`src/core/spme_consts.vh`:
```
// Constants of the serial program mode entry block.
// Assumes inclusion by bare name from the design file.
`ifndef SPME_CONSTS_VH
`define SPME_CONSTS_VH
// ------------------------------------------------
// Widths and addresses
// ------------------------------------------------
`define SPME_CMD_W 6
`define SPME_WORD_W 14
`define SPME_ADDR_W 14
`define SPME_PC_RESET 14'h0000
`define SPME_ID_BASE 14'h2000
`define SPME_ID_LAST 14'h2003
`define SPME_CFG_ADDR 14'h2007
`define SPME_LVP_BIT 7
`define SPME_LVP_RESET 1'h1
`define SPME_FIFO_DEPTH 4
// ------------------------------------------------
// Command codes
// ------------------------------------------------
`define SPME_CMD_LOAD_CFG 6'h00
`define SPME_CMD_LOAD 6'h02
`define SPME_CMD_READ 6'h04
`define SPME_CMD_INC 6'h06
`endif

```
`src/core/spme_prog_entry.v`:
```
// Serial program mode entry: entry detection, command and word shifter, FIFO.
// Assumes pins arrive asynchronous, memory ports sit on the same clock.
//
// Behaviour
// - In program mode two former port pins become serial clock and data.
// - Program counter is zero on entry, before any command.
// - Each transaction starts with a six-bit command shifted in serially.
// - A 14-bit word follows: shifted in for load, out for read.
// - Low-voltage enable bit resets to one, enabling low-voltage entry.
// - While enabled, the entry pin is reserved, not general-purpose I/O.
// - With low-voltage enabled, a one on the entry pin enters program mode.
// - High voltage on master clear still enters program mode.
// - Cleared enable bit returns the entry pin to ordinary digital I/O.
// - Enable bit writable only in sessions entered by high voltage.
// - After the bit is zero, only high-voltage entry works.
// - User ID locations reachable only while in program mode.
// - Code protection makes program memory read back as zeros.
`timescale 1ns/1ps
`include "spme_consts.vh"

module spme_fifo #(
  parameter WIDTH = 28,
  parameter DEPTH = `SPME_FIFO_DEPTH,
  parameter AW = 2
) (
  // Clock and reset
  input wire clock,
  input wire rst_n,
  input wire flush,
  // Fill side
  input wire inValid,
  output wire inReady,
  input wire [WIDTH-1:0] inData,
  // Drain side
  output wire outValid,
  input wire outReady,
  output wire [WIDTH-1:0] outData
);
  reg [WIDTH-1:0] mem [0:DEPTH-1];
  reg [AW-1:0] wrPtr_ff;
  reg [AW-1:0] rdPtr_ff;
  reg [AW:0] count_ff;
  wire doWrite;
  wire doRead;

  assign inReady = (count_ff != DEPTH[AW:0]);
  assign outValid = (count_ff != {(AW+1){1'b0}});
  assign outData = mem[rdPtr_ff];
  assign doWrite = inValid && inReady;
  assign doRead = outValid && outReady;

  always @(posedge clock)
  begin
    if (doWrite)
      mem[wrPtr_ff] <= inData;
  end

  always @(posedge clock or negedge rst_n)
  begin
    if (!rst_n)
    begin
      wrPtr_ff <= {AW{1'b0}};
      rdPtr_ff <= {AW{1'b0}};
      count_ff <= {(AW+1){1'b0}};
    end
    else if (flush)
    begin
      wrPtr_ff <= {AW{1'b0}};
      rdPtr_ff <= {AW{1'b0}};
      count_ff <= {(AW+1){1'b0}};
    end
    else
    begin
      if (doWrite)
        wrPtr_ff <= (wrPtr_ff == DEPTH[AW-1:0] - 1'b1) ? {AW{1'b0}} : wrPtr_ff + 1'b1;
      if (doRead)
        rdPtr_ff <= (rdPtr_ff == DEPTH[AW-1:0] - 1'b1) ? {AW{1'b0}} : rdPtr_ff + 1'b1;
      if (doWrite && !doRead)
        count_ff <= count_ff + 1'b1;
      else if (doRead && !doWrite)
        count_ff <= count_ff - 1'b1;
    end
  end
endmodule

module spme_prog_entry (
  // Clock and reset
  input wire clock,
  input wire rst_n,
  // Entry pins
  input wire highEntryLevel,
  input wire lowVoltageEntryPin,
  // Serial link
  input wire progClockPin,
  input wire progDataIn,
  output wire progDataOut,
  output wire progDataOe,
  // Entry pin as general I/O
  output wire entryPinReserved,
  output wire entryPinGpioIn,
  // Mode and status
  output wire progMode,
  output wire hvSession,
  output wire cpuReset,
  output wire userIdEnable,
  output wire lowVoltageProgEnable,
  output wire loadReady,
  output wire loadOverrun,
  // Memory write port
  output wire memWrValid,
  input wire memWrReady,
  output wire [`SPME_ADDR_W-1:0] memWrAddr,
  output wire [`SPME_WORD_W-1:0] memWrData,
  // Memory read port
  output wire [`SPME_ADDR_W-1:0] memRdAddr,
  input wire [`SPME_WORD_W-1:0] memRdData,
  input wire codeProtect
);
  localparam S_IDLE = 4'b0001;
  localparam S_CMD = 4'b0010;
  localparam S_LOAD = 4'b0100;
  localparam S_READ = 4'b1000;
  localparam CW = `SPME_CMD_W;
  localparam WW = `SPME_WORD_W;
  localparam AW = `SPME_ADDR_W;

  function inIdRange;
    input [AW-1:0] addr;
    begin
      inIdRange = (addr >= `SPME_ID_BASE) && (addr <= `SPME_ID_LAST);
    end
  endfunction

  // ------------------------------------------------
  // Pin synchronisers
  // ------------------------------------------------
  reg [3:0] sync1_ff;
  reg [3:0] sync2_ff;
  reg clkPrev_ff;
  wire hvIn = sync2_ff[0];
  wire lvIn = sync2_ff[1];
  wire clkIn = sync2_ff[2];
  wire datIn = sync2_ff[3];
  wire clkRise = clkIn && !clkPrev_ff;
  wire clkFall = !clkIn && clkPrev_ff;

  always @(posedge clock or negedge rst_n)
  begin
    if (!rst_n)
    begin
      sync1_ff <= 4'h0;
      sync2_ff <= 4'h0;
      clkPrev_ff <= 1'b0;
    end
    else
    begin
      sync1_ff <= {progDataIn, progClockPin, lowVoltageEntryPin, highEntryLevel};
      sync2_ff <= sync1_ff;
      clkPrev_ff <= clkIn;
    end
  end

  // ------------------------------------------------
  // Entry and exit
  // ------------------------------------------------
  reg mode_ff;
  reg hv_ff;
  reg hvPrev_ff;
  reg lvp_ff;
  wire hvRise = hvIn && !hvPrev_ff;
  // Link pins must be low as master clear rises
  wire hvEntry = hvRise && !clkIn && !datIn;
  wire lvEntry = lvp_ff && lvIn && !hvIn;
  wire entryGone = hv_ff ? !hvIn : !lvIn;
  wire enter = !mode_ff && (hvEntry || lvEntry);
  wire leave = mode_ff && entryGone;

  always @(posedge clock or negedge rst_n)
  begin
    if (!rst_n)
    begin
      mode_ff <= 1'b0;
      hv_ff <= 1'b0;
      hvPrev_ff <= 1'b0;
    end
    else
    begin
      hvPrev_ff <= hvIn;
      if (enter)
      begin
        mode_ff <= 1'b1;
        hv_ff <= hvEntry;
      end
      else if (leave)
      begin
        mode_ff <= 1'b0;
        hv_ff <= 1'b0;
      end
    end
  end

  // ------------------------------------------------
  // Command and word shifter
  // ------------------------------------------------
  reg [3:0] state_ff;
  reg [3:0] nxt_state;
  reg [3:0] bitCnt_ff;
  reg [CW-1:0] cmd_ff;
  reg [WW-1:0] shift_ff;
  reg [AW-1:0] pc_ff;
  reg isCfg_ff;
  reg dataOut_ff;
  reg overrun_ff;
  wire fifoInReady;
  wire lastCmdBit = (bitCnt_ff == CW - 1);
  wire lastWordBit = (bitCnt_ff == WW - 1);
  wire [CW-1:0] cmdNow = {datIn, cmd_ff[CW-1:1]};
  wire [WW-1:0] wordNow = {datIn, shift_ff[WW-1:1]};
  wire wordDone = (state_ff == S_LOAD) && clkFall && lastWordBit;
  wire isProgMem = (pc_ff < `SPME_ID_BASE);
  wire [WW-1:0] readWord = (codeProtect && isProgMem) ? {WW{1'b0}} : memRdData;
  // Config word write keeps the enable bit unless high-voltage session
  wire cfgHit = (pc_ff == `SPME_CFG_ADDR);
  wire [WW-1:0] keptWord = (cfgHit && !hv_ff)
    ? ((wordNow & ~({{(WW-1){1'b0}}, 1'b1} << `SPME_LVP_BIT))
      | ({{(WW-1){1'b0}}, lvp_ff} << `SPME_LVP_BIT))
    : wordNow;

  always @*
  begin
    nxt_state = state_ff;
    case (state_ff)
      S_IDLE:
        if (enter)
          nxt_state = S_CMD;
      S_CMD:
        if (clkFall && lastCmdBit)
        begin
          if (cmdNow == `SPME_CMD_LOAD || cmdNow == `SPME_CMD_LOAD_CFG)
            nxt_state = S_LOAD;
          else if (cmdNow == `SPME_CMD_READ)
            nxt_state = S_READ;
          else
            nxt_state = S_CMD;
        end
      S_LOAD:
        if (clkFall && lastWordBit)
          nxt_state = S_CMD;
      S_READ:
        if (clkFall && lastWordBit)
          nxt_state = S_CMD;
      default:
        nxt_state = S_IDLE;
    endcase
    if (leave)
      nxt_state = S_IDLE;
  end

  always @(posedge clock or negedge rst_n)
  begin
    if (!rst_n)
    begin
      state_ff <= S_IDLE;
      bitCnt_ff <= 4'h0;
      cmd_ff <= {CW{1'b0}};
      shift_ff <= {WW{1'b0}};
      pc_ff <= `SPME_PC_RESET;
      isCfg_ff <= 1'b0;
      dataOut_ff <= 1'b0;
      overrun_ff <= 1'b0;
    end
    else
    begin
      state_ff <= nxt_state;
      if (enter || leave)
      begin
        pc_ff <= `SPME_PC_RESET;
        bitCnt_ff <= 4'h0;
        isCfg_ff <= 1'b0;
        overrun_ff <= 1'b0;
        dataOut_ff <= 1'b0;
      end
      else if (state_ff == S_CMD && clkFall)
      begin
        cmd_ff <= cmdNow;
        if (lastCmdBit)
        begin
          bitCnt_ff <= 4'h0;
          if (cmdNow == `SPME_CMD_INC)
            pc_ff <= pc_ff + 1'b1;
          else if (cmdNow == `SPME_CMD_LOAD_CFG && !isCfg_ff)
          begin
            pc_ff <= `SPME_ID_BASE;
            isCfg_ff <= 1'b1;
          end
          else if (cmdNow == `SPME_CMD_READ)
            shift_ff <= readWord;
        end
        else
          bitCnt_ff <= bitCnt_ff + 1'b1;
      end
      else if (state_ff == S_LOAD && clkFall)
      begin
        shift_ff <= wordNow;
        bitCnt_ff <= lastWordBit ? 4'h0 : bitCnt_ff + 1'b1;
        if (wordDone && !fifoInReady)
          overrun_ff <= 1'b1;
      end
      else if (state_ff == S_READ)
      begin
        // Drive on rising edge, programmer samples on falling
        if (clkRise)
          dataOut_ff <= shift_ff[0];
        if (clkFall)
        begin
          shift_ff <= {1'b0, shift_ff[WW-1:1]};
          bitCnt_ff <= lastWordBit ? 4'h0 : bitCnt_ff + 1'b1;
        end
      end
    end
  end

  // ------------------------------------------------
  // Low-voltage enable bit
  // ------------------------------------------------
  always @(posedge clock or negedge rst_n)
  begin
    if (!rst_n)
      lvp_ff <= `SPME_LVP_RESET;
    else if (wordDone && fifoInReady && cfgHit && hv_ff)
      lvp_ff <= wordNow[`SPME_LVP_BIT];
  end

  // ------------------------------------------------
  // Load word FIFO
  // ------------------------------------------------
  spme_fifo #(
    .WIDTH(AW + WW),
    .DEPTH(`SPME_FIFO_DEPTH),
    .AW(2)
  ) spme_fifo_inst (
    .clock(clock),
    .rst_n(rst_n),
    .flush(leave),
    .inValid(wordDone),
    .inReady(fifoInReady),
    .inData({pc_ff, keptWord}),
    .outValid(memWrValid),
    .outReady(memWrReady),
    .outData({memWrAddr, memWrData})
  );

  // ------------------------------------------------
  // Outputs
  // ------------------------------------------------
  assign progMode = mode_ff;
  assign hvSession = hv_ff;
  assign cpuReset = mode_ff;
  assign userIdEnable = mode_ff && inIdRange(pc_ff);
  assign progDataOut = dataOut_ff;
  assign progDataOe = mode_ff && (state_ff == S_READ);
  assign memRdAddr = pc_ff;
  assign lowVoltageProgEnable = lvp_ff;
  assign entryPinReserved = lvp_ff;
  assign entryPinGpioIn = lvp_ff ? 1'b0 : lvIn;
  assign loadReady = fifoInReady;
  assign loadOverrun = overrun_ff;
endmodule

```
`config.mk`:
```
export PLATFORM = sky130hd
export DESIGN_NAME = spme_prog_entry
export DESIGN_NICKNAME = d
export VERILOG_FILES = /design/src/core/spme_prog_entry.v
export VERILOG_INCLUDE_DIRS = /design/src /design/src/core
export SDC_FILE = /design/constraint.sdc
export NUM_CORES = 1
export LEC_CHECK = 0
export BUFFER_PORTS_ARGS = -buffer_cell sky130_fd_sc_hd__buf_2
export CAP_MARGIN = 10
export CORE_MARGIN = 1
export CORE_UTILIZATION = 59
export DETAILED_ROUTE_END_ITERATION = 16
export PLACE_DENSITY_LB_ADDON = 0.15
export SLEW_MARGIN = 20
export SYNTH_ARGS = -nofsm -noshare
export SYNTH_HDL_FRONTEND = slang
export SYNTH_SLANG_ARGS = --single-unit
```
`constraint.sdc`:
```
create_clock -name clock -period 3.2 [get_ports clock]
set_clock_uncertainty 0.2 [all_clocks]
set_input_delay 0.64 -clock clock [delete_from_list [all_inputs] [get_ports clock]]
set_output_delay 0.64 -clock clock [all_outputs]
set_load 0.005 [all_outputs]
```
==> insert_results.sql <==
INSERT INTO impl_metrics (metric_group, metric, value, unit) VALUES
('cells_and_area', 'multi_input_comb_area', '0.00237', 'mm^2'),
('worst_setup_path', 'end_kind', 'flip-flop', ''),
('sta', 'final_period_minus_worst_setup_slack', '2.87', 'ns'),
('worst_setup_path', 'rr_startpoint', 'state_ff[2]', ''),
('placement', 'globalplace.congestion', '0.860', ''),
('clock_tree', 'cts.hold.buffers_added', '0', ''),
('global_route', 'grt_pass1_wl', '23200', 'um'),
('floorplan', 'initial_utilization', '61.5', '%'),
('synthesis', 'syn-cell-area', '0.00750', 'mm^2'),
('sta', 'setup_viol', '0', ''),
('clock_tree', 'clk_pin_slew', '0.06', 'ns'),
('clock_tree', 'htreeDepth', '4', ''),
('cells_and_area', 'insertedDiodeCount', '0', ''),
('global_route', 'first_global_vias', '4516', ''),
('floorplan', 'io-pin-count', '76', ''),
('worst_setup_path', 'rr_endpoint', 'memRdAddr[11]', ''),
('global_route', 'grt_usage', '24.0', '%'),
('synthesis', 'synth_cells', '514', ''),
('routing', 'drt_pre_antenna_iters', '5', ''),
('clock_tree', 'cts-root-to-sink-buffers', '2', ''),
('pwr', 'internal_power', '3.79', 'mW'),
('sta', 'final_hold_viol_count', '0', ''),
('global_route', 'grt_start_max_net_pins', '34', ''),
('pwr', 'cell_pwr_density', '555', 'mW/mm^2'),
('cells_and_area', 'fill_cells', '830', ''),
('placement', 'buffer_ports.inserted', '75', ''),
('clock_tree', 'cts_inserted_buffers', '17', ''),
('clock_tree', 'cts_post_setup_buffers_inserted', '0', ''),
('pwr', 'power_switching_share', '21.6', '%'),
('outcome', 'run_status', 'finished, final reports clean', ''),
('routing', 'vias', '4540', ''),
('pwr', 'power.clock.fraction', '43.5', '%'),
('routing', 'post_drt_wl_per_cell', '18.8', 'um'),
('worst_setup_path', 'critical_path_class', 'flip-flop to flip-flop', ''),
('floorplan', 'std_cell_rows', '40', ''),
('sta', 'tightestPinTransition', '0.766', 'ns'),
('cells_and_area', 'final_util', '71.4', '%'),
('synthesis', 'distinct_cell_type_count_of_the_synthesized_netlist', '57', ''),
('clock_tree', 'cts.repair.resized', '0', ''),
('pwr', 'power.static_leakage', '3.48', 'nW'),
('synthesis', 'post_synthesis_sequential_area_ratio', '66.2', '%'),
('cells_and_area', 'drive_gt1_share', '29.1', '%'),
('synthesis', 'yosys_warnings', '0', ''),
('sta', 'worst_slew_margin_rel', '48.5', '%'),
('cells_and_area', 'most-common-layout-cells', '112 x sky130_fd_sc_hd__edfxtp_1, 75 x sky130_fd_sc_hd__buf_2, 61 x sky130_fd_sc_hd__dfrtp_1', ''),
('floorplan', 'die_h', '115', 'um'),
('floorplan', 'die_area', '0.0132', 'mm^2'),
('sta', 'rsz_0062_raised_after_global_routing', 'false', ''),
('synthesis', 'synth_area_per_cell', '14.6', 'um^2'),
('min_path', 'hold_removal_path_class', 'input pin to asynchronous set/reset pin', ''),
('worst_setup_path', 'critPathSlowestCell', 'sky130_fd_sc_hd__or4b_1', ''),
('cells_and_area', 'nNetsFinal', '628', ''),
('pwr', 'ir_drop', '0.369', 'mV'),
('worst_setup_path', 'crit_path_max_fanout', '9', ''),
('cells_and_area', 'syn2layout_area_growth', '16.2', '%'),
('synthesis', 'number_of_nets_in_the_synthesized_netlist', '546', ''),
('worst_setup_path', 'max_incr_delay_on_cp', '0.68', 'ns'),
('sta', 'fin_hold_ws', '0.0722', 'ns'),
('global_route', 'grt_antenna_before_repair', '0', ''),
('worst_setup_path', 'path_cells', 'or4b_1 -> or4_1 -> or4_1 -> a21oi_1 -> a21o_1', ''),
('cells_and_area', 'layout.cells.most_common', 'sky130_fd_sc_hd__edfxtp_1', ''),
('worst_setup_path', 'setup.reg_to_reg.worst_slack', '0.33', 'ns'),
('routing', 'finalWirelength', '14600', 'um'),
('worst_setup_path', 'crit_path_start_kind', 'flip-flop', ''),
('run', 'maxCapViolCount', '0', ''),
('floorplan', 'core-area', '0.0122', 'mm^2'),
('worst_setup_path', 'cpMostUsedCell', 'sky130_fd_sc_hd__or4_1', ''),
('worst_setup_path', 'timing.reg2reg.worst_path_depth', '5', ''),
('clock_tree', 'clock_sink_count', '176', ''),
('floorplan', 'fp.dieW', '115', 'um'),
('clock_tree', 'clock_latency', '0.43', 'ns');
==> registers in the layout (all words and copies together), names as in the netlist <==
| register | flops |
|---|---|
| bitCnt_ff | 4 |
| clkPrev_ff | 1 |
| cmd_ff | 5 |
| cpuReset | 1 |
| entryPinReserved | 1 |
| hvPrev_ff | 1 |
| hvSession | 1 |
| isCfg_ff | 1 |
| loadOverrun | 1 |
| memRdAddr | 14 |
| progDataOut | 1 |
| shift_ff | 14 |
| spme_fifo_inst.count_ff | 3 |
| spme_fifo_inst.mem | 112 |
| spme_fifo_inst.rdPtr_ff | 2 |
| spme_fifo_inst.wrPtr_ff | 2 |
| state_ff | 4 |
| sync1_ff | 4 |
| sync2_ff | 4 |
==> per-stage QoR <==
stage	power (mW)	instances	setup slack [ns]	cell area, um^2
final	4.84	777	0.327	8720
after CTS	4.86	777	0.281	8720
after global routing	5.00	777	0.160	8720
after detailed placement	2.78	745	0.370	8120
after global placement	2.77	745	0.363	8120
after floorplan	2.70	514	0.329	7500
==> worst max-delay path by stage <==
stage / from / end / slack (ns) / depth (start not counted)
6_report: state_ff[2] / memRdAddr[11] / 0.33 / 5
5_1_grt: state_ff[2] / memRdAddr[5] / 0.16 / 6
4_1_cts: spme_fifo_inst.rdPtr_ff[0] / memWrData[12] / 0.28 / 3
3_5_place_dp: state_ff[2] / memRdAddr[8] / 0.37 / 6
3_3_place_gp: state_ff[2] / memRdAddr[0] / 0.36 / 6
2_1_floorplan: state_ff[1] / spme_fifo_inst.mem[3][0] / 0.33 / 5
==> cell usage after synthesis, types with 4 or more instances <==
master | n | area (um^2)
sky130_fd_sc_hd__or3_1 | 8 | 50.1
sky130_fd_sc_hd__o21ai_0 | 25 | 125
sky130_fd_sc_hd__and3_1 | 9 | 56.3
sky130_fd_sc_hd__and2_1 | 8 | 50.1
sky130_fd_sc_hd__nor4_1 | 4 | 25.0
sky130_fd_sc_hd__buf_2 | 5 | 25.0
sky130_fd_sc_hd__a21oi_1 | 13 | 65.1
sky130_fd_sc_hd__mux4_2 | 28 | 631
sky130_fd_sc_hd__nand3_1 | 10 | 50.1
sky130_fd_sc_hd__or4_1 | 5 | 37.5
sky130_fd_sc_hd__mux2i_1 | 8 | 80.1
sky130_fd_sc_hd__nand4_1 | 5 | 31.3
sky130_fd_sc_hd__edfxtp_1 | 112 | 3360
sky130_fd_sc_hd__mux2_2 | 24 | 270
sky130_fd_sc_hd__clkbuf_1 | 15 | 56.3
sky130_fd_sc_hd__nand2_1 | 54 | 203
sky130_fd_sc_hd__inv_1 | 13 | 48.8
sky130_fd_sc_hd__nor3_1 | 15 | 75.1
sky130_fd_sc_hd__nor2_1 | 25 | 93.8
sky130_fd_sc_hd__ha_1 | 9 | 113
sky130_fd_sc_hd__dfrtp_1 | 62 | 1550
==> cell type report <==
type                            count  area share (%)
Tap cell                          168            2.41
Sequential cell                   176            57.0
Timing Repair Buffer               89            5.94
Clock buffer                       17            4.88
Clock inverter                     15            2.08
Inverter                           13           0.559
Multi-Input combinational cell    299            27.2
==> power groups by stage <==
stage          Clock [mW]  Combinational [mW]  Sequential [mW]
6_report             2.11               0.213             2.52
5_1_grt              2.23               0.239             2.53
4_1_cts              2.13               0.215             2.52
3_5_place_dp            0               0.213             2.57
3_3_place_gp            0               0.206             2.56
2_1_floorplan           0               0.163             2.54
==> metal layers <==
layer	routed length, um	part of all wire [%]	track usage (%)	up-vias
li1	-	-	-	2116
met1	6400	44	32.7	2258
met2	7160	49	38.2	145
met3	723	5.0	5.75	21
met4	297	2.0	9.18	0
met5	0	0	0	-
==> logic make-up (layout without fill, tap and decap cells) <==
logic type | count (synthesis) | after routing | synth area share (%)
DFF | 176 | 176 | 66.2
and+or+nand+nor | 162 | 162 | 11.0
AOI/OAI and AO/OA | 62 | 62 | 5.20
muxes | 60 | 60 | 13.1
buffers and inverters | 39 | 134 | 2.23
adders and majority gates | 10 | 10 | 1.77
xor gates and xnor gates | 5 | 5 | 0.584
==> worst max-delay path, delay by kind of cell (launching register included) <==
kind,cells,cell delay (ns)
flops,1,0.47
compound gates,2,0.28
simple gates,3,1.86
Note: power is estimated with default switching activity, not from simulation.
